<file path="config.mk">
export PLATFORM = sky130hd
export DESIGN_NAME = rtd_tick_divider
export DESIGN_NICKNAME = d
export VERILOG_FILES = /design/src/rtd_pkg.sv /design/src/rtd_tick_divider.sv /design/src/rtd_frac_accum.sv /design/src/rtd_period_counter.sv
export SDC_FILE = /design/constraint.sdc
export NUM_CORES = 1
export LEC_CHECK = 0
export BUFFER_PORTS_ARGS = -buffer_cell sky130_fd_sc_hd__buf_4
export CAP_MARGIN = 15
export CORE_MARGIN = 4
export CORE_UTILIZATION = 56
export DETAILED_ROUTE_END_ITERATION = 8
export PLACE_DENSITY = 0.84
export SYNTH_ARGS = -nofsm -noshare
export SYNTH_HDL_FRONTEND = slang
export SYNTH_SLANG_ARGS = --single-unit
export TNS_END_PERCENT = 100
</file>
<file path="constraint.sdc">
create_clock -name CORE_CLK -period 7.8 [get_ports CORE_CLK]
set_clock_uncertainty 0.2 [all_clocks]
set_input_delay 1.17 -clock CORE_CLK [delete_from_list [all_inputs] [get_ports CORE_CLK]]
set_output_delay 1.17 -clock CORE_CLK [all_outputs]
set_load 0.01 [all_outputs]
</file>
<file path="src/rtd_pkg.sv">
// Purpose: Shared constants for the RTC tick fractional divider
// Assumes: Avalon-MM register access, 32-bit data, one clock
// Notes: Offset is the printed byte address, low 16 bits decoded
package rtd_pkg;
    localparam logic [31:0] RTD_CTRL_OFFSET = 32'h5000424C;
    localparam logic [15:0] RTD_CTRL_ADDR_LO = 16'h424C;
    localparam int RTD_RST_REQ_BIT = 21;
    localparam int RTD_ENABLE_BIT = 20;
    localparam int RTD_BASE_SEL_BIT = 19;
    localparam int RTD_INT_MSB = 18;
    localparam int RTD_INT_LSB = 10;
    localparam int RTD_FRAC_MSB = 9;
    localparam int RTD_FRAC_LSB = 0;
    localparam logic [8:0] RTD_INT_RESET = 9'h147;
    localparam logic [9:0] RTD_FRAC_RESET = 10'h2A8;
    localparam logic [10:0] RTD_BASE_1000 = 11'h3E8;
    localparam logic [10:0] RTD_BASE_1024 = 11'h400;
    localparam logic [31:0] RTD_UNMAPPED_DATA = 32'h00000000;
endpackage : rtd_pkg

</file>
<file path="src/rtd_tick_divider.sv">
// Purpose: Fractional divider making the 100 Hz tick and reset for the RTC
// Assumes: CORE_CLK is the divider source clock, Avalon-MM slave
// Notes: One control register, waitrequest high for one cycle on reads, low on writes
//
// How it works
// The tick toward the RTC comes only in the cycle after one in which the enable bit is one.
// The RTC reset output follows the reset request bit while it is one.
// The base select bit picks a window of 1000 (zero) or 1024 (one) periods.
// The integer divisor lives in bits 18:10 and resets to 0x147.
// With base 1024, frac periods of each 1024 divide by int+1, the rest by int.
// With base 1000, frac periods of each 1000 divide by int+1, the rest by int; a frac of 1000 or more makes every period long.
// Long periods are spread by an accumulator which restarts on enable.
//
// Local design decision: register access over Avalon-MM.
`timescale 1ns/1ps
module rtd_tick_divider (
    input wire logic CORE_CLK,
    input wire logic RST_B,
    input wire logic [31:0] AVS_ADDRESS,
    input wire logic AVS_READ,
    input wire logic AVS_WRITE,
    input wire logic [31:0] AVS_WRITEDATA,
    input wire logic [3:0] AVS_BYTEENABLE,
    output logic [31:0] AVS_READDATA,
    output logic AVS_WAITREQUEST,
    output logic RTC_TICK,
    output logic RTC_RESET
);
    import rtd_pkg::*;
    typedef struct packed {
        logic rst_req;
        logic enable;
        logic base_sel;
        logic [8:0] div_int;
        logic [9:0] frac;
        logic en_d;
        logic tick;
        logic [10:0] gap;
        logic [31:0] rdata;
    } rtd_top_s;
    rtd_top_s st_reg;
    rtd_top_s st_next;
    logic hit;
    logic [31:0] ctrl_word;
    logic [31:0] wmask;
    logic [31:0] new_word;
    logic period_end;
    logic long_period;
    logic restart;
    logic [9:0] divisor;

    assign hit = (AVS_ADDRESS[15:0] == RTD_CTRL_ADDR_LO);
    assign restart = st_reg.enable & ~st_reg.en_d;
    // Divisor follows long_period, which changes the cycle after a period closes, and follows div_int writes at once
    assign divisor = long_period ? ({1'b0, st_reg.div_int} + 10'h001) : {1'b0, st_reg.div_int};

    rtd_period_counter u_cnt (
        .CORE_CLK(CORE_CLK),
        .RST_B(RST_B),
        .run(st_reg.enable & ~restart),
        .divisor(divisor),
        .period_end(period_end)
    );

    rtd_frac_accum u_acc (
        .CORE_CLK(CORE_CLK),
        .RST_B(RST_B),
        .restart(restart),
        .step(period_end),
        .base_sel(st_reg.base_sel),
        .frac(st_reg.frac),
        .long_period(long_period)
    );

    always_comb begin
        st_next = st_reg;
        ctrl_word = 32'h00000000;
        ctrl_word[RTD_RST_REQ_BIT] = st_reg.rst_req;
        ctrl_word[RTD_ENABLE_BIT] = st_reg.enable;
        ctrl_word[RTD_BASE_SEL_BIT] = st_reg.base_sel;
        ctrl_word[RTD_INT_MSB:RTD_INT_LSB] = st_reg.div_int;
        ctrl_word[RTD_FRAC_MSB:RTD_FRAC_LSB] = st_reg.frac;
        wmask = {{8{AVS_BYTEENABLE[3]}}, {8{AVS_BYTEENABLE[2]}}, {8{AVS_BYTEENABLE[1]}}, {8{AVS_BYTEENABLE[0]}}};
        new_word = (ctrl_word & ~wmask) | (AVS_WRITEDATA & wmask);
        st_next.en_d = st_reg.enable;
        st_next.tick = st_reg.enable & period_end;
        // Cycles since the last tick, saturating; only the checks read it
        if (st_reg.tick || !st_reg.enable) begin
            st_next.gap = 11'h000;
        end else if (st_reg.gap != 11'h7FF) begin
            st_next.gap = st_reg.gap + 11'h001;
        end
        if (AVS_WRITE && hit) begin
            st_next.rst_req = new_word[RTD_RST_REQ_BIT];
            st_next.enable = new_word[RTD_ENABLE_BIT];
            st_next.base_sel = new_word[RTD_BASE_SEL_BIT];
            st_next.div_int = new_word[RTD_INT_MSB:RTD_INT_LSB];
            st_next.frac = new_word[RTD_FRAC_MSB:RTD_FRAC_LSB];
        end
        // Read data registered; unmapped reads return zero
        if (AVS_READ) begin
            st_next.rdata = hit ? ctrl_word : RTD_UNMAPPED_DATA;
        end
    end

    always_ff @(posedge CORE_CLK or negedge RST_B) begin
        if (!RST_B) begin
            st_reg <= '0;
            st_reg.div_int <= RTD_INT_RESET;
            st_reg.frac <= RTD_FRAC_RESET;
        end else begin
            st_reg <= st_next;
        end
    end

    // Read answers a cycle later; write needs no wait
    logic rd_pend_reg;
    always_ff @(posedge CORE_CLK or negedge RST_B) begin
        if (!RST_B) begin
            rd_pend_reg <= 1'b0;
        end else begin
            rd_pend_reg <= AVS_READ & ~rd_pend_reg;
        end
    end
    assign AVS_WAITREQUEST = AVS_READ & ~rd_pend_reg;
    assign AVS_READDATA = st_reg.rdata;
    assign RTC_TICK = st_reg.tick;
    assign RTC_RESET = st_reg.rst_req;

    a_tick_needs_enable: assert property (@(posedge CORE_CLK) disable iff (!RST_B)
        RTC_TICK |-> $past(st_reg.enable))
        else $error("tick while divider disabled");
    a_reset_follows_req: assert property (@(posedge CORE_CLK) disable iff (!RST_B)
        (AVS_WRITE && hit && AVS_BYTEENABLE[2]) |=> (RTC_RESET == $past(AVS_WRITEDATA[RTD_RST_REQ_BIT])))
        else $error("rtc reset not following request bit");
    a_int_field_write: assert property (@(posedge CORE_CLK) disable iff (!RST_B)
        (AVS_WRITE && hit && (&AVS_BYTEENABLE)) |=> (st_reg.div_int == $past(AVS_WRITEDATA[18:10])))
        else $error("integer divisor not stored");
    a_base_sel_store: assert property (@(posedge CORE_CLK) disable iff (!RST_B)
        (AVS_WRITE && hit && AVS_BYTEENABLE[2]) |=> (st_reg.base_sel == $past(AVS_WRITEDATA[19])))
        else $error("base select not stored");
    a_short_period: assert property (@(posedge CORE_CLK) disable iff (!RST_B)
        (st_reg.enable && !long_period) |-> (divisor == {1'b0, st_reg.div_int}))
        else $error("short period divisor wrong");
    a_long_period: assert property (@(posedge CORE_CLK) disable iff (!RST_B)
        (st_reg.enable && long_period) |-> (divisor == {1'b0, st_reg.div_int} + 10'h001))
        else $error("long period divisor wrong");
    a_no_tick_idle: assert property (@(posedge CORE_CLK) disable iff (!RST_B)
        (!st_reg.enable [*3]) |-> !RTC_TICK)
        else $error("tick after disable");
    a_restart_clears: assert property (@(posedge CORE_CLK) disable iff (!RST_B)
        restart |=> !long_period)
        else $error("window not restarted on enable");
    a_read_one_wait: assert property (@(posedge CORE_CLK) disable iff (!RST_B)
        (AVS_READ && !rd_pend_reg) |-> AVS_WAITREQUEST ##1 (!AVS_WAITREQUEST || !AVS_READ))
        else $error("read wait not one cycle");

    // Control fields by write and by byte lane
    a_enable_store: assert property (@(posedge CORE_CLK) disable iff (!RST_B)
        (AVS_WRITE && hit && AVS_BYTEENABLE[2]) |=> (st_reg.enable == $past(AVS_WRITEDATA[20])))
        else $error("enable bit not stored");

    a_enable_hold: assert property (@(posedge CORE_CLK) disable iff (!RST_B)
        !(AVS_WRITE && hit) |=> $stable(st_reg.enable))
        else $error("enable changed without write");

    a_enable_lane: assert property (@(posedge CORE_CLK) disable iff (!RST_B)
        (AVS_WRITE && hit && !AVS_BYTEENABLE[2]) |=> $stable(st_reg.enable))
        else $error("enable changed by other lane");

    a_reset_hold: assert property (@(posedge CORE_CLK) disable iff (!RST_B)
        !(AVS_WRITE && hit) |=> $stable(RTC_RESET))
        else $error("rtc reset changed without write");

    a_reset_lane: assert property (@(posedge CORE_CLK) disable iff (!RST_B)
        (AVS_WRITE && hit && !AVS_BYTEENABLE[2]) |=> $stable(RTC_RESET))
        else $error("rtc reset changed by other lane");

    a_base_hold: assert property (@(posedge CORE_CLK) disable iff (!RST_B)
        !(AVS_WRITE && hit) |=> $stable(st_reg.base_sel))
        else $error("base select changed without write");

    a_base_lane: assert property (@(posedge CORE_CLK) disable iff (!RST_B)
        (AVS_WRITE && hit && !AVS_BYTEENABLE[2]) |=> $stable(st_reg.base_sel))
        else $error("base select changed by other lane");

    a_int_hold: assert property (@(posedge CORE_CLK) disable iff (!RST_B)
        !(AVS_WRITE && hit) |=> $stable(st_reg.div_int))
        else $error("integer divisor changed without write");

    a_int_upper_lane: assert property (@(posedge CORE_CLK) disable iff (!RST_B)
        (AVS_WRITE && hit && AVS_BYTEENABLE == 4'h4) |=>
        ((st_reg.div_int[5:0] == $past(st_reg.div_int[5:0])) && (st_reg.div_int[8:6] == $past(AVS_WRITEDATA[18:16]))))
        else $error("integer divisor lane merge wrong");

    a_int_lower_lane: assert property (@(posedge CORE_CLK) disable iff (!RST_B)
        (AVS_WRITE && hit && AVS_BYTEENABLE == 4'h2) |=>
        ((st_reg.div_int[8:6] == $past(st_reg.div_int[8:6])) && (st_reg.div_int[5:0] == $past(AVS_WRITEDATA[15:10]))))
        else $error("integer divisor low lane wrong");

    a_frac_store: assert property (@(posedge CORE_CLK) disable iff (!RST_B)
        (AVS_WRITE && hit && (&AVS_BYTEENABLE)) |=> (st_reg.frac == $past(AVS_WRITEDATA[9:0])))
        else $error("fraction not stored");

    a_frac_hold: assert property (@(posedge CORE_CLK) disable iff (!RST_B)
        !(AVS_WRITE && hit) |=> $stable(st_reg.frac))
        else $error("fraction changed without write");

    a_frac_low_lane: assert property (@(posedge CORE_CLK) disable iff (!RST_B)
        (AVS_WRITE && hit && AVS_BYTEENABLE == 4'h1) |=>
        ((st_reg.frac[9:8] == $past(st_reg.frac[9:8])) && (st_reg.frac[7:0] == $past(AVS_WRITEDATA[7:0]))))
        else $error("fraction low lane wrong");

    a_top_lane_ignored: assert property (@(posedge CORE_CLK) disable iff (!RST_B)
        (AVS_WRITE && hit && AVS_BYTEENABLE == 4'h8) |=> (ctrl_word == $past(ctrl_word)))
        else $error("unused lane changed control");

    a_unmapped_write: assert property (@(posedge CORE_CLK) disable iff (!RST_B)
        (AVS_WRITE && !hit) |=> (ctrl_word == $past(ctrl_word)))
        else $error("unmapped write changed control");

    // Tick timing
    a_tick_from_period: assert property (@(posedge CORE_CLK) disable iff (!RST_B)
        RTC_TICK |-> $past(period_end))
        else $error("tick without period end");

    a_tick_off_disabled: assert property (@(posedge CORE_CLK) disable iff (!RST_B)
        !st_reg.enable |=> !RTC_TICK)
        else $error("tick one cycle after disable");

    a_divisor_range: assert property (@(posedge CORE_CLK) disable iff (!RST_B)
        st_reg.enable |-> (divisor <= 10'h200))
        else $error("divisor above int plus one");

    // Longest period is 512 cycles plus the enable latency
    a_gap_bounded: assert property (@(posedge CORE_CLK) disable iff (!RST_B)
        st_reg.enable |-> (st_reg.gap <= 11'h208))
        else $error("tick period too long");

    a_restart_on_rise: assert property (@(posedge CORE_CLK) disable iff (!RST_B)
        $rose(st_reg.enable) |-> restart)
        else $error("no restart on enable");

    a_restart_single: assert property (@(posedge CORE_CLK) disable iff (!RST_B)
        restart |=> !restart)
        else $error("restart longer than one cycle");

    a_restart_quiet: assert property (@(posedge CORE_CLK) disable iff (!RST_B)
        restart |=> (!RTC_TICK [*2]))
        else $error("tick right after restart");

    // Register bus timing and read data
    a_write_no_wait: assert property (@(posedge CORE_CLK) disable iff (!RST_B)
        (AVS_WRITE && !AVS_READ) |-> !AVS_WAITREQUEST)
        else $error("write stalled");

    a_idle_no_wait: assert property (@(posedge CORE_CLK) disable iff (!RST_B)
        !AVS_READ |-> !AVS_WAITREQUEST)
        else $error("waitrequest without read");

    a_pend_clears: assert property (@(posedge CORE_CLK) disable iff (!RST_B)
        rd_pend_reg |=> !rd_pend_reg)
        else $error("read pending stuck");

    a_read_high_zero: assert property (@(posedge CORE_CLK) disable iff (!RST_B)
        (AVS_READ && hit) |=> (AVS_READDATA[31:22] == 10'h000))
        else $error("unused read bits not zero");

    a_read_ctrl_value: assert property (@(posedge CORE_CLK) disable iff (!RST_B)
        (AVS_READ && hit) |=> (AVS_READDATA == $past(ctrl_word)))
        else $error("read data not control word");

    a_unmapped_read: assert property (@(posedge CORE_CLK) disable iff (!RST_B)
        (AVS_READ && !hit) |=> (AVS_READDATA == RTD_UNMAPPED_DATA))
        else $error("unmapped read not zero");

    a_rdata_hold: assert property (@(posedge CORE_CLK) disable iff (!RST_B)
        !AVS_READ |=> $stable(AVS_READDATA))
        else $error("read data changed without read");
endmodule : rtd_tick_divider

</file>
<file path="src/rtd_frac_accum.sv">
// Purpose: Fractional accumulator choosing long or short periods
// Assumes: Step taken once per finished tick period
// Notes: Bresenham style, spreads long periods evenly
`timescale 1ns/1ps
module rtd_frac_accum (
    input wire logic CORE_CLK,
    input wire logic RST_B,
    input wire logic restart,
    input wire logic step,
    input wire logic base_sel,
    input wire logic [9:0] frac,
    output logic long_period
);
    import rtd_pkg::*;
    typedef struct packed {
        logic [10:0] acc;
        logic lng;
    } rtd_acc_s;
    rtd_acc_s st_reg;
    rtd_acc_s st_next;
    logic [10:0] base;
    logic [11:0] sum;
    always_comb begin
        st_next = st_reg;
        base = base_sel ? RTD_BASE_1024 : RTD_BASE_1000;
        sum = {1'b0, st_reg.acc} + {2'b00, frac};
        if (restart) begin
            st_next.acc = 11'h000;
            st_next.lng = 1'b0;
        end else if (step) begin
            // Frac at or above base means every period is long
            if (sum >= {1'b0, base}) begin
                st_next.acc = 11'(sum - {1'b0, base});
                st_next.lng = 1'b1;
            end else begin
                st_next.acc = sum[10:0];
                st_next.lng = 1'b0;
            end
        end
    end
    always_ff @(posedge CORE_CLK or negedge RST_B) begin
        if (!RST_B) begin
            st_reg <= '0;
        end else begin
            st_reg <= st_next;
        end
    end
    assign long_period = st_reg.lng;
endmodule : rtd_frac_accum

</file>
<file path="src/rtd_period_counter.sv">
// Purpose: Counts one tick period and pulses at its end
// Assumes: Divisor compared every cycle, not latched at period start
// Notes: Divisor of zero is treated as one
`timescale 1ns/1ps
module rtd_period_counter (
    input wire logic CORE_CLK,
    input wire logic RST_B,
    input wire logic run,
    input wire logic [9:0] divisor,
    output logic period_end
);
    import rtd_pkg::*;
    typedef struct packed {
        logic [9:0] cnt;
        logic pend;
    } rtd_cnt_s;
    rtd_cnt_s st_reg;
    rtd_cnt_s st_next;
    always_comb begin
        st_next = st_reg;
        st_next.pend = 1'b0;
        if (!run) begin
            st_next.cnt = 10'h000;
        end else if (st_reg.cnt + 10'h001 >= divisor) begin
            st_next.cnt = 10'h000;
            st_next.pend = 1'b1;
        end else begin
            st_next.cnt = st_reg.cnt + 10'h001;
        end
    end
    always_ff @(posedge CORE_CLK or negedge RST_B) begin
        if (!RST_B) begin
            st_reg <= '0;
        end else begin
            st_reg <= st_next;
        end
    end
    assign period_end = st_reg.pend;
endmodule : rtd_period_counter

</file>
=== Word-level counts from Yosys, hierarchy flattened ===
Cells that the tools add are included.
Widths: inputs -> output; s select.

* Register bits: 80
* Logic and storage cells: 43

* $add $sub $neg: 4
* Magnitude comparators: 2
* Equal/unequal tests: 1
* Muxes and demuxes: 10
* Bitwise operators: 11
* Reductions and logical operators: 2

{| class="wikitable"
|+ Operators by type and width
! cell !! number
|-
| $and 22x22->22 || 2
|-
| $mux 12 || 3
|-
| $mux 10 || 3
|-
| $mux 22 || 1
|-
| $not 22->22 || 1
|-
| $or 22x22->22 || 1
|-
| $eq 16x15->1 const B || 1
|-
| $add 11x10->12 || 1
|-
| $ge 12x11->1 || 1
|-
| $mux 11 || 1
|-
| $sub 11x11->11 || 1
|-
| $add 10x1->10 const B || 1
|-
| $add 9x1->10 const B || 1
|-
| $ge 10x10->1 || 1
|-
| $and 1x1->1 || 4
|-
| $not 1->1 || 3
|-
| $mux 1 || 2
|-
| $reduce_bool 2->1 || 1
|-
| $logic_and 1x1->1 || 1
|}

=== Logic depth before layout (Yosys ltp) ===
Gate-level depths: netlist of the first run.

* Depth after elaboration: 5
* Gate-level depth with buffers: 16

=== Hierarchy ===
Synthesis of the first run repeated with hierarchy kept, for this count alone.

* Cell total of the unflattened synthesis: 434
* Area, all modules: 4515.6 sq um

{| class="wikitable"
|+ By module, submodules not included
! module !! instances !! cells an instance !! area an instance (sq um) !! seq. area each (sq um)
|-
| rtd_tick_divider || 1 || 168 || 2218.4 || 1187.4
|-
| rtd_frac_accum || 1 || 186 || 1521.5 || 300.3
|-
| rtd_period_counter || 1 || 80 || 775.7 || 275.3
|}

=== Worst setup path before layout of the first run ===
Ideal clock, no wire load.

* Path type: reg-to-reg
* Start: register (tool-made name)
* End: register u_acc.st_reg[11] in the netlist's numbering
* Arrival: 2.969 ns
* Required time: 7.458 ns
* Setup slack: 4.489 ns
* Stages on the path, launching flop included: 16
* Cells stage by stage: dfrtp_1 -> ha_1 -> inv_1 -> fa_1 -> nor2b_1 -> o211ai_1 -> a211oi_1 -> nor3_1 -> xor2_1 -> inv_1 -> ha_1 -> a21o_1 -> a221o_1 -> a31o_2 -> o21ai_4 -> o221ai_1

{| class="wikitable"
|+ RTL lines
! item !! line !! text
|-
| to (signal assigned) || rtd_frac_accum.sv:45 || <nowiki>st_reg <= st_next;</nowiki>
|-
| to (decl) || rtd_frac_accum.sv:19 || <nowiki>rtd_acc_s st_reg;</nowiki>
|}

==> results.md, run 1 <==
- Status: completed
- Router iterations before antenna repair: 5
- CP arrival: 3860 ps
- Area of the core: 7253 um^2
- Worst relative slew slack: 0.3886
- List of most frequent post-synthesis cells: dfrtp_1 (61), buf_4 (32), ha_1 (30), nand2_1 (30), a22o_1 (24)
- Die area: 8941 um^2
- Mapped Cells: 389
- TritonCTS clock tree: done
- Largest family of logic cells by synthesized area: compound AO/OA/AOI/OAI gates
- Hold Vio Cnt, Final: 0
- Fin crit share: 0.4947
- Ys flop type: dfrtp_1
- # hold bufs at CTS: 0
- Met2 Resource Use GR: 0.3670
- First-pass GRT wire length: 15.31 mm
- Hold WC Path Type: flop to flop
- Met1 Track Usage GR: 0.2821
- Vias in the first global route: 3272
- Post-DR wirelength/cell: 16.84 um
- Die width: 94.56 um
- Starting Density: 0.5784
- Final Max Tran Viols: 0
- Cell Area, Synth: 4195 um^2
- Max cap viols: 0
- Worst Path Required: 7800 ps
- Synth warnings: 0
- LEAKAGE: 2.371 nW
- Clk_lat worst skew: 350 ps
- Share of cells above drive strength 1: 0.2831
- Total Power: 0.0006956 W
- Ys async rst share: 1.000
- Top cell type's share of synthesized area: 0.3639
- Initial antenna violation count: 0
- Top-count cell post-synth: dfrtp_1
- Via count: 3194
- Nets: 543
- Gr usage total: 0.2199
- Crit Path Category: flop to flop
- Synth top area cells: dfrtp_1 (36%), ha_1 (8.9%), mux2_2 (6.2%), buf_4 (5.7%), dfstp_2 (5.6%)
- Root Buffer: clkbuf_8
- Unique masters post-synth: 58
- Routed wire length: 9.161 mm
- Yosys top cell by area: dfrtp_1
- Vias/cell: 5.871
- Multiplexer share of the synthesized area: 0.06651
- Detailed router's first-iteration violation count: 160
- M3 GR Usage: 0.03904
- Final min period: 3859 ps
- CTS buffer count: 9
- Fmax: 259.1 MHz
- CP Max Fanout: 9
- CP Launch Type: flop
- Post-DP HPWL: 6.896 mm
- CP max-delay cell: fa_1
- Adder-cell area share of the yosys netlist: 0.09424
- RSZ-0062 raised after global routing: false
- Total grt overflow: 0
- PwrDens: 144.4 nW/um^2
- Clock transition at path regs: 80 ps
- Antenna viol nets, final: 0
- Io pins: 107
- Register area share after synthesis: 0.4202
- Post-CTS sizing: 0
- Post-synthesis simple-gate area fraction: 0.1112
- Row count: 31
- Htree depth: 3
- Post-synth EDFFs: 0
- Tightest Pin Transition: 915.2 ps
- Final setup fails: 0
- Worst path max stage delay: 410 ps
- Setup Buffers After CTS: 0
- Area Overhead vs Synth: 14.85%
- Buffers added on ports: 69
- Synth Area in Compound Gates: 0.1715
- # DRC: 0
- Pin count of the biggest net entering global routing: 71
- Placer Congestion: 0.8961
- Post-Synth XOR/XNOR Area: 0.06024
- Clk sink count: 70
- Antenna cells: 0
- Setup TNS: 0 ps
- Crit. End Element: flop
- Layer with the highest usage: met2
- Clk buf depth: 2
- Die Height: 94.56 um
- Critical-path cell list: ha_1 > inv_1 > fa_1 > nor2b_1 > o211ai_1 > a21oi_1 > nor2_1 > xor2_1 > inv_1 > ha_1 > o211ai_1 > nand3b_1 > and2_1 > o2111a_1 > o21ai_4 > o221ai_1
- Worst VDD drop: 0.07970 mV
- Synth Area per Inst: 10.78 um^2
- Synthesis-stage register bit count: 70
[layout make-up]
| class | instances | area, um^2 |
|---|---|---|
| tap | 99 | 123.9 |
| clock buffer | 9 | 123.9 |
| clock inverter | 7 | 82.58 |
| inverter | 13 | 48.80 |
| sequential | 70 | 1763 |
| multi-input combinational | 276 | 2151 |
| timing repair buffer | 70 | 525.5 |
| fill | 569 | 2435 |
[critical path, delay by kind of cell (launching register included)]
family          cells  cell delay, ps
flops               1             380
simple gates        4             620
fa+ha+maj           3             950
compound gates      6            1250
buf+inv             2             130
xor+xnor            1             190
[worst paths after layout]
kind                        startpoint         endpoint  slack [ps]  cells after the start
hold / removal             rd_pend_reg      rd_pend_reg         210                      1
min in group asynchronous        RST_B  u_cnt.st_reg[9]         720                      1
hold reg to reg            rd_pend_reg      rd_pend_reg         210                      1
max in group asynchronous        RST_B  AVS_READDATA[9]        6140                      1
setup reg to reg                  flop  u_acc.st_reg[9]        3940                     16
setup / recovery                  flop  u_acc.st_reg[9]        3940                     16
[metrics by stage]
step	setup slack [ps]	instance area [um^2]	instances	util	hold slack [ps]
2_1_floorplan	4489	4229	398	-	222.6
3_3_place_gp	4107	4612	528	0.6358	194.9
3_5_place_dp	3997	4612	528	0.6358	208.3
4_1_cts	3976	4818	544	0.6643	221.0
5_1_grt	3693	4818	544	0.6643	251.3
6_report	3941	4818	544	0.6643	214.6
[cell usage in the layout, fill, tap and decap left out, types with 7 or more instances in the layout]
cell type	instances
a21boi_0	9
a22o_1	24
buf_4	70
clkbuf_8	9
conb_1	10
dfrtp_1	61
dfstp_2	9
ha_1	30
inv_1	13
mux2_2	23
nand2_1	30
nand3_1	12
nor2_1	14
o211ai_1	7
o21ai_0	9
xnor2_1	10
xor2_1	17
[layer usage]
metal / vias to the layer above / wire, um
li1: 1487 / -
met1: 1583 / 3888
met2: 108 / 4536
met3: 16 / 554
met4: 0 / 181
met5: - / 0
[report_power, final]
| part | internal [W] | switching (W) |
|---|---|---|
| clock | 0.000152 | 0.000151 |
| sequential | 0.000363 | 0.000000123 |
| combinational | 0.0000152 | 0.0000147 |
[cells by family (layout without fill, tap and decap cells)]
logic type / after synthesis / after routing
AOI/OAI and AO/OA: 90 / 90
xor gates and xnor gates: 28 / 28
adders and majority gates: 31 / 31
buffers and inverters: 52 / 99
DFF: 70 / 70
muxes: 25 / 25
other: 1 / 10
and+or+nand+nor: 92 / 92
Power figures use the tool's default switching activity.
==> run 2: changes to the inputs <==
--- a/config.mk
+++ b/config.mk
@@ -5,12 +5,13 @@
 export SDC_FILE = /design/constraint.sdc
 export NUM_CORES = 1
 export LEC_CHECK = 0
+export ABC_AREA = 1
 export BUFFER_PORTS_ARGS = -buffer_cell sky130_fd_sc_hd__buf_4
 export CAP_MARGIN = 15
 export CORE_MARGIN = 4
-export CORE_UTILIZATION = 56
+export CORE_UTILIZATION = 54
 export DETAILED_ROUTE_END_ITERATION = 8
-export PLACE_DENSITY = 0.84
+export PLACE_DENSITY = 0.8
 export SYNTH_ARGS = -nofsm -noshare
 export SYNTH_HDL_FRONTEND = slang
 export SYNTH_SLANG_ARGS = --single-unit
==> constraint.sdc (replaced) <==
create_clock -name CORE_CLK -period 3.8 [get_ports CORE_CLK]
set_clock_uncertainty 0.2 [all_clocks]
set_input_delay 0.57 -clock CORE_CLK [delete_from_list [all_inputs] [get_ports CORE_CLK]]
set_output_delay 0.57 -clock CORE_CLK [all_outputs]
set_load 0.01 [all_outputs]
==> run 2 against run 1 <==
Compared with the run above: sequential cell count unchanged; worst setup slack worse by 3700 ps; combinational power up 130%; critical path type unchanged; clock power up 100%; highest routed layer unchanged; fmax up 9.1%; largest power group unchanged; sequential power up 110%; non-clock buffer count unchanged.
==> results.md, run 2 <==
- Synth Area in Compound Gates: 0.09485 (-0.07664)
- Post-CTS sizing: 0 (unchanged)
- RSZ-0062 raised after global routing: false
- R2R depth: 17 (+1)
- Io pins: 107 (unchanged)
- Hold Vio Cnt, Final: 0 (unchanged)
- Synth Area per Inst: 8.028 um^2 (-26%)
- Crit. End Element: flop
- Fmax: 282.6 MHz (+9.1%)
- Commonest non-fill, non-tap cell in the layout: nand2_1
- Area of the core: 7888 um^2 (+8.7%)
- LEAKAGE: 2.680 nW (+13%)
- CTS buffer count: 9 (unchanged)
- Post-synth EDFFs: 0 (unchanged)
- Ys async rst share: 1.000 (unchanged)
- Detailed router's first-iteration violation count: 168 (+5.0%)
- Area Overhead vs Synth: 13.29%
- Post-DP HPWL: 7.404 mm (+7.4%)
- Clock transition at path regs: 70 ps (about the same)
- # DRC: 0 (unchanged)
- Nets: 706 (+30%)
- Hold WC Path Type: primary input to async pin
- Setup Buffers After CTS: 0 (unchanged)
- Starting Density: 0.5669 (-0.01146)
- List of most frequent post-synthesis cells: nand2_1 (134), inv_1 (71), dfrtp_1 (61)
- Die width: 99 um (+4.7%)
- Top-count cell post-synth: nand2_1
- Antenna viol nets, final: 0 (unchanged)
- Reg2reg end: u_acc.st_reg[11]
- Die area: 9801 um^2 (+9.6%)
- Crit Path Category: flop to flop
- Placed Instance Area: 4856 um^2 (+5.3%)
- Mapped Cells: 557 (+43%)
- Tightest Pin Transition: 905.3 ps (-9.880 ps)
- Placer Congestion: 0.9125 (+1.8%)
- Cell Area, Synth: 4472 um^2 (+6.6%)
- Gr usage total: 0.2053 (-0.01455)
- Clk sink count: 70 (unchanged)
- Pin count of the biggest net entering global routing: 71 (unchanged)
- Register area share after synthesis: 0.3942 (-0.02598)
- Commonest non-fill, non-tap cells in the layout: nand2_1 (134), inv_1 (71), buf_4 (69)
- Final setup fails: 0 (unchanged)
- Share of cells above drive strength 1: 0.1859 (-0.09729)
- Synth warnings: 0 (unchanged)
- Status: completed
- Worst path max stage delay: 410 ps (about the same)
- Worst VDD drop: 0.1355 mV (+70%)
- Initial antenna violation count: 0 (unchanged)
- Post-DR wirelength/cell: 13.52 um (-20%)
- Crit path top cell by count: nand2_1
- Final min period: 3539 ps (-320.5 ps)
- Buffers added on ports: 69 (unchanged)
- Setup TNS: 0 ps (unchanged)
- Htree depth: 3 (unchanged)
- Via count: 3685 (+15%)
- Routed wire length: 9.599 mm (+4.8%)
- M3 GR Usage: 0.03892 (-0.0001196)
- Met2 Resource Use GR: 0.3264 (-0.04057)
- Synth top area cells: dfrtp_1 (34%), nand2_1 (11%), ha_1 (8.4%), inv_1 (6.0%), buf_4 (5.4%)
- Post-synthesis simple-gate area fraction: 0.2423 (+0.1311)
- Router iterations before antenna repair: 4 (-1)
- Top cell type's share of synthesized area: 0.3414 (-0.02250)
- R2R setup slack: 260 ps (-3680 ps)
- CP Max Fanout: 9 (unchanged)
- Post-route cell area: 5066 um^2 (+5.1%)
- Hold slack final: 120.9 ps (-93.74 ps)
- Total grt overflow: 0 (unchanged)
- Crit path to: u_acc.st_reg[11]
- First-pass GRT wire length: 16.39 mm (+7.0%)
- Vias/cell: 5.190 (-12%)
- Layer with the highest usage: met2
- Worst relative slew slack: 0.3942 (+0.005613)
- Vias in the first global route: 3571 (+9.1%)
- PwrDens: 280.4 nW/um^2 (+94%)
- Antenna cells: 0 (unchanged)
- # hold bufs at CTS: 0 (unchanged)
- Worst Path Required: 3830 ps (-3970 ps)
- Max cap viols: 0 (unchanged)
- Ys flop type: dfrtp_1
- CP max-delay cell: dfrtp_1
- Die Height: 99 um (+4.7%)
- Unique masters post-synth: 38 (-34%)
- Multiplexer share of the synthesized area: 0.002238 (-0.06427)
- Total Power: 0.001421 W (+100%)
- Clk_lat worst skew: 350 ps (about the same)
- Root Buffer: clkbuf_8
- Final Max Tran Viols: 0 (unchanged)
- Adder-cell area share of the yosys netlist: 0.08842 (-0.005828)
- Row count: 32 (+3.2%)
- CP arrival: 3570 ps (-290 ps)
- Yosys top cell by area: dfrtp_1
- Clk buf depth: 2 (unchanged)
- Synthesis-stage register bit count: 70 (unchanged)
- Met1 Track Usage GR: 0.2868 (+0.004743)
- Fin crit share: 0.9312 (+0.4365)
- Largest family of logic cells by synthesized area: simple AND/OR/NAND/NOR gates
- TritonCTS clock tree: done
- CP Launch Type: flop
- Critical-path cell list: ha_1 > a21oi_1 > nand2_1 > nand2_1 > nand4_2 > nand2_1 > nand2_1 > nand2_1 > nand2_1 > ha_1 > a21o_1 > a21oi_1 > o21ai_0 > a21oi_4 > nand2_8 > nand3_1 > nand3_1
- Post-Synth XOR/XNOR Area: 0.04896 (-0.01128)
run 2: cell count changes after synthesis, moves of 9 or more:
cell and change:
nand3_1 +19, nand4_1 +11, inv_1 +58, o21ai_0 +33, a22o_1 -23, nor2_1 +11, a21boi_0 -9, nand2_1 +104
mux2_2 -23
run 2: worst max-delay path: cells and delay by family (launching register included):
kind | cells | cell delay (ps)
AND/OR/NAND/NOR | 10 | 1040
AO/OA/AOI/OAI | 5 | 1010
adder cells (fa/ha/maj) | 2 | 740
flip-flops | 1 | 410
run 2: cells by family (layout without fill, tap and decap cells):
| logic type | count (synthesis) | in the layout |
|---|---|---|
| simple gates | 236 | 236 |
| buf+inv | 118 | 160 |
| compound gates | 75 | 75 |
| flops | 70 | 70 |
| fa+ha+maj | 31 | 31 |
| xor+xnor | 25 | 25 |
| other cells | 1 | 10 |
| mux | 1 | 1 |
run 2: power breakdown:
group	switching [W]	leakage, nW	internal, W	total, W
sequential	0.000000259	0.944	0.000746	0.000746
clock	0.000287	0.102	0.000318	0.000606
combinational	0.0000367	1.63	0.0000323	0.0000690
run 2: worst min-delay path by stage:
stage,from,endpoint,slack [ps],depth (start not counted)
global route,RST_B,RTC_TICK,200,1
floorplan,RST_B,AVS_READDATA[0],70,0
CTS,RST_B,u_acc.st_reg[8],170,1
global placement,rd_pend_reg,rd_pend_reg,200,1
detailed placement,rd_pend_reg,rd_pend_reg,210,1
finish,RST_B,RTC_TICK,120,1
run 2: final cells by class:
class | instances | area, um^2
well taps | 102 | 127.6
multi-input cells | 378 | 2170
fillers | 669 | 2821
inverters | 74 | 277.8
flip-flops and latches | 70 | 1763
clock buffers | 10 | 137.6
clock inverters | 6 | 61.31
repair buffers | 70 | 529.3
run 2: routing by layer:
metal  wire length (um)  vias to the layer above
met4                112                        0
met2               4405                      119
met5                  0                        -
li1                   -                     1866
met3                757                        9
met1               4323                     1691
run 2: per-stage QoR:
stage,worst slack (ps),cells,util
global route,12.89,710,0.6423
CTS,291.8,709,0.6409
finish,261.4,710,0.6423
global placement,396.2,693,0.6156
floorplan,788.5,566,-
detailed placement,324.9,693,0.6156
==> run 3: changes to the inputs <==
--- a/config.mk
+++ b/config.mk
@@ -9,9 +9,10 @@
 export BUFFER_PORTS_ARGS = -buffer_cell sky130_fd_sc_hd__buf_4
 export CAP_MARGIN = 15
 export CORE_MARGIN = 4
-export CORE_UTILIZATION = 54
+export CORE_UTILIZATION = 45
+export CTS_BUF_LIST = sky130_fd_sc_hd__clkbuf_16
 export DETAILED_ROUTE_END_ITERATION = 8
-export PLACE_DENSITY = 0.8
+export PLACE_DENSITY = 0.69
 export SYNTH_ARGS = -nofsm -noshare
 export SYNTH_HDL_FRONTEND = slang
 export SYNTH_SLANG_ARGS = --single-unit
==> run 3 against run 2 <==
Compared with the run above: combinational power grew 1%; worst hold slack gained 42 ps; design area grew 2.5%; power grew 15%; wire length grew 2.8%; first-iteration DRC count shrank 24%; global-route usage shrank 2.6 points; fmax grew 2.2%; sequential cell count is the same; sequential power is essentially flat; sequential share of layout area shrank 0.86 points; critical path type unchanged.
==> results.md, run 3 (synthesis results as in run 2) <==
- Routed wire length: 9.864 mm (+2.8%)
- R2R depth: 17 (unchanged)
- Clk_lat worst skew: 330 ps (-20 ps)
- Switching part of the total power: 0.2126 (-0.01551)
- Worst path max stage delay: 390 ps (-20 ps)
- Commonest non-fill, non-tap cell in the layout: nand2_1
- Final Max Tran Viols: 0 (unchanged)
- Int Power: 0.001283 W (+17%)
- Worst relative slew slack: 0.4260 (+0.03176)
- Gr usage total: 0.1792 (-0.02610)
- Final setup fails: 0 (unchanged)
- Die area: 11600 um^2 (+18%)
- Buffers added on ports: 69 (unchanged)
- Initial antenna violation count: 0 (unchanged)
- Fin crit share: 0.9112 (-0.02000)
- Critical-path cell list: ha_1 > inv_1 > fa_1 > inv_1 > nand2_1 > nand2_1 > nand2_1 > o31ai_1 > xor2_1 > ha_1 > a21o_1 > a21oi_1 > o21ai_0 > a21oi_4 > nand2_8 > nand3_1 > nand3_1
- Tightest Pin Transition: 857.8 ps (-47.46 ps)
- Clock network power share: 0.498 (+0.072)
- CP arrival: 3470 ps (-100 ps)
- CP Max Fanout: 9 (unchanged)
- Sw power: 0.0003464 W (+6.9%)
- Starting Density: 0.4596 (-0.1073)
- Max cap viols: 0 (unchanged)
- # hold bufs at CTS: 0 (unchanged)
- Pin count of the biggest net entering global routing: 71 (unchanged)
- Post-CTS sizing: 0 (unchanged)
- Router iterations before antenna repair: 4 (unchanged)
- Htree depth: 3 (unchanged)
- Post-DP HPWL: 7.572 mm (+2.3%)
- Final min period: 3463 ps (-76.00 ps)
- Crit path top cell by count: nand2_1
- Final std cells w/o fill: 741 (+4.4%)
- Detailed router's first-iteration violation count: 127 (-24%)
- R2R setup slack: 340 ps (+80 ps)
- Comb pwr share: 0.043 (-0.006)
- Hold Vio Cnt, Final: 0 (unchanged)
- CP max-delay cell: fa_1
- Nets: 706 (unchanged)
- Vias in the first global route: 3641 (+2.0%)
- Antenna cells: 0 (unchanged)
- LEAKAGE: 2.727 nW (+1.8%)
- Hold WC Path Type: primary input to async pin
- Crit. End Element: flop
- Share of cells above drive strength 1: 0.1842 (-0.001645)
- Placer Congestion: 0.8921 (-2.2%)
- # DRC: 0 (unchanged)
- Area of the core: 9729 um^2 (+23%)
- First-pass GRT wire length: 16.66 mm (+1.6%)
- Fmax: 288.8 MHz (+2.2%)
- Vias/cell: 5.028 (-3.1%)
- CP Launch Type: flop
- TritonCTS clock tree: done
- Row count: 36 (+13%)
- Clk buf depth: 2 (unchanged)
- Die Height: 107.7 um (+8.8%)
- Cells after DPL: 724 (+4.5%)
- Status: completed
- Die width: 107.7 um (+8.8%)
- Post-DR wirelength/cell: 13.31 um (-1.5%)
- RSZ-0062 raised after global routing: false
- Root Buffer: clkbuf_16
- Worst setup margin: 337.4 ps (+76.00 ps)
- Worst VDD drop: 0.2116 mV (+56%)
- Total grt overflow: 0 (unchanged)
- Post-route cell area: 5194 um^2 (+2.5%)
- Area Overhead vs Synth: 16.14%
- Antenna viol nets, final: 0 (unchanged)
- Placed Instance Area: 4895 um^2 (+0.80%)
- Flop pwr share: 0.459 (-0.066)
- Setup WS pre-CTS: 390.6 ps (+65.73 ps)
- Clock transition at path regs: 60 ps (about the same)
- CTS buffer count: 9 (unchanged)
- Via count: 3726 (+1.1%)
- Clk sink count: 70 (unchanged)
- PwrDens: 313.7 nW/um^2 (+12%)
- Fin util: 0.5338 (-0.1085)
- Worst Path Required: 3810 ps (-20 ps)
- Setup TNS: 0 ps (unchanged)
- Reg2reg end: u_acc.st_reg[11]
- Crit Path Category: flop to flop
- Setup Buffers After CTS: 0 (unchanged)
- Commonest non-fill, non-tap cells in the layout: nand2_1 (134), inv_1 (72), buf_4 (70)
- Io pins: 107 (unchanged)
run 3: cell types whose count changed in the layout (fill, tap and decap cells not counted):
cell and change:
buf_4 +1, buf_6 -1, clkbuf_16 +9, clkbuf_8 -10, clkinv_4 +1, clkinvlp_4 -1, inv_1 +1
run 3: stage by stage:
step / hold slack (ps) / total power [W]
final: 162.6 / 0.001629
after global routing: 233.5 / 0.001684
after CTS: 196.1 / 0.001639
after detailed placement: 201.0 / 0.0008320
after global placement: 200.6 / 0.0008310
after floorplan: 74.41 / 0.0007852
run 3: final cells by class:
class / instances / area, um^2
well taps: 133 / 166.4
repair buffers: 70 / 525.5
clock inverters: 7 / 66.31
multi-input cells: 378 / 2170
inverters: 74 / 277.8
clock buffers: 9 / 225.2
fillers: 943 / 4536
flip-flops and latches: 70 / 1763
run 3: power groups by stage:
stage / Combinational, W / Clock (W) / Sequential [W]
after detailed placement: 0.0000719 / 0 / 0.000760
final: 0.0000699 / 0.000812 / 0.000747
after CTS: 0.0000720 / 0.000820 / 0.000747
after global placement: 0.0000709 / 0 / 0.000760
after floorplan: 0.0000249 / 0 / 0.000760
after global routing: 0.0000798 / 0.000857 / 0.000747
run 3: worst max-delay path, delay by kind of cell (launching register included):
kind / cells / cell delay, ps
xor gates and xnor gates: 1 / 170
DFF: 1 / 370
adders and majority gates: 3 / 790
buffers and inverters: 2 / 200
AOI/OAI and AO/OA: 5 / 1080
and+or+nand+nor: 6 / 510
run 3: metal layers:
layer / wire, um / GRT usage / vias to the layer above
met5: 0 / 0 / -
met4: 213 / 0.07124 / 0
met3: 536 / 0.02939 / 19
met2: 4399 / 0.2864 / 108
met1: 4715 / 0.2425 / 1732
li1: - / - / 1867
run 3: worst max path at each step:
stage                       endpoint  cells after the start
floorplan           u_acc.st_reg[11]                     17
global placement     u_acc.st_reg[7]                     17
detailed placement  u_acc.st_reg[11]                     17
CTS                  u_acc.st_reg[9]                     17
global route        u_acc.st_reg[11]                     17
finish              u_acc.st_reg[11]                     17
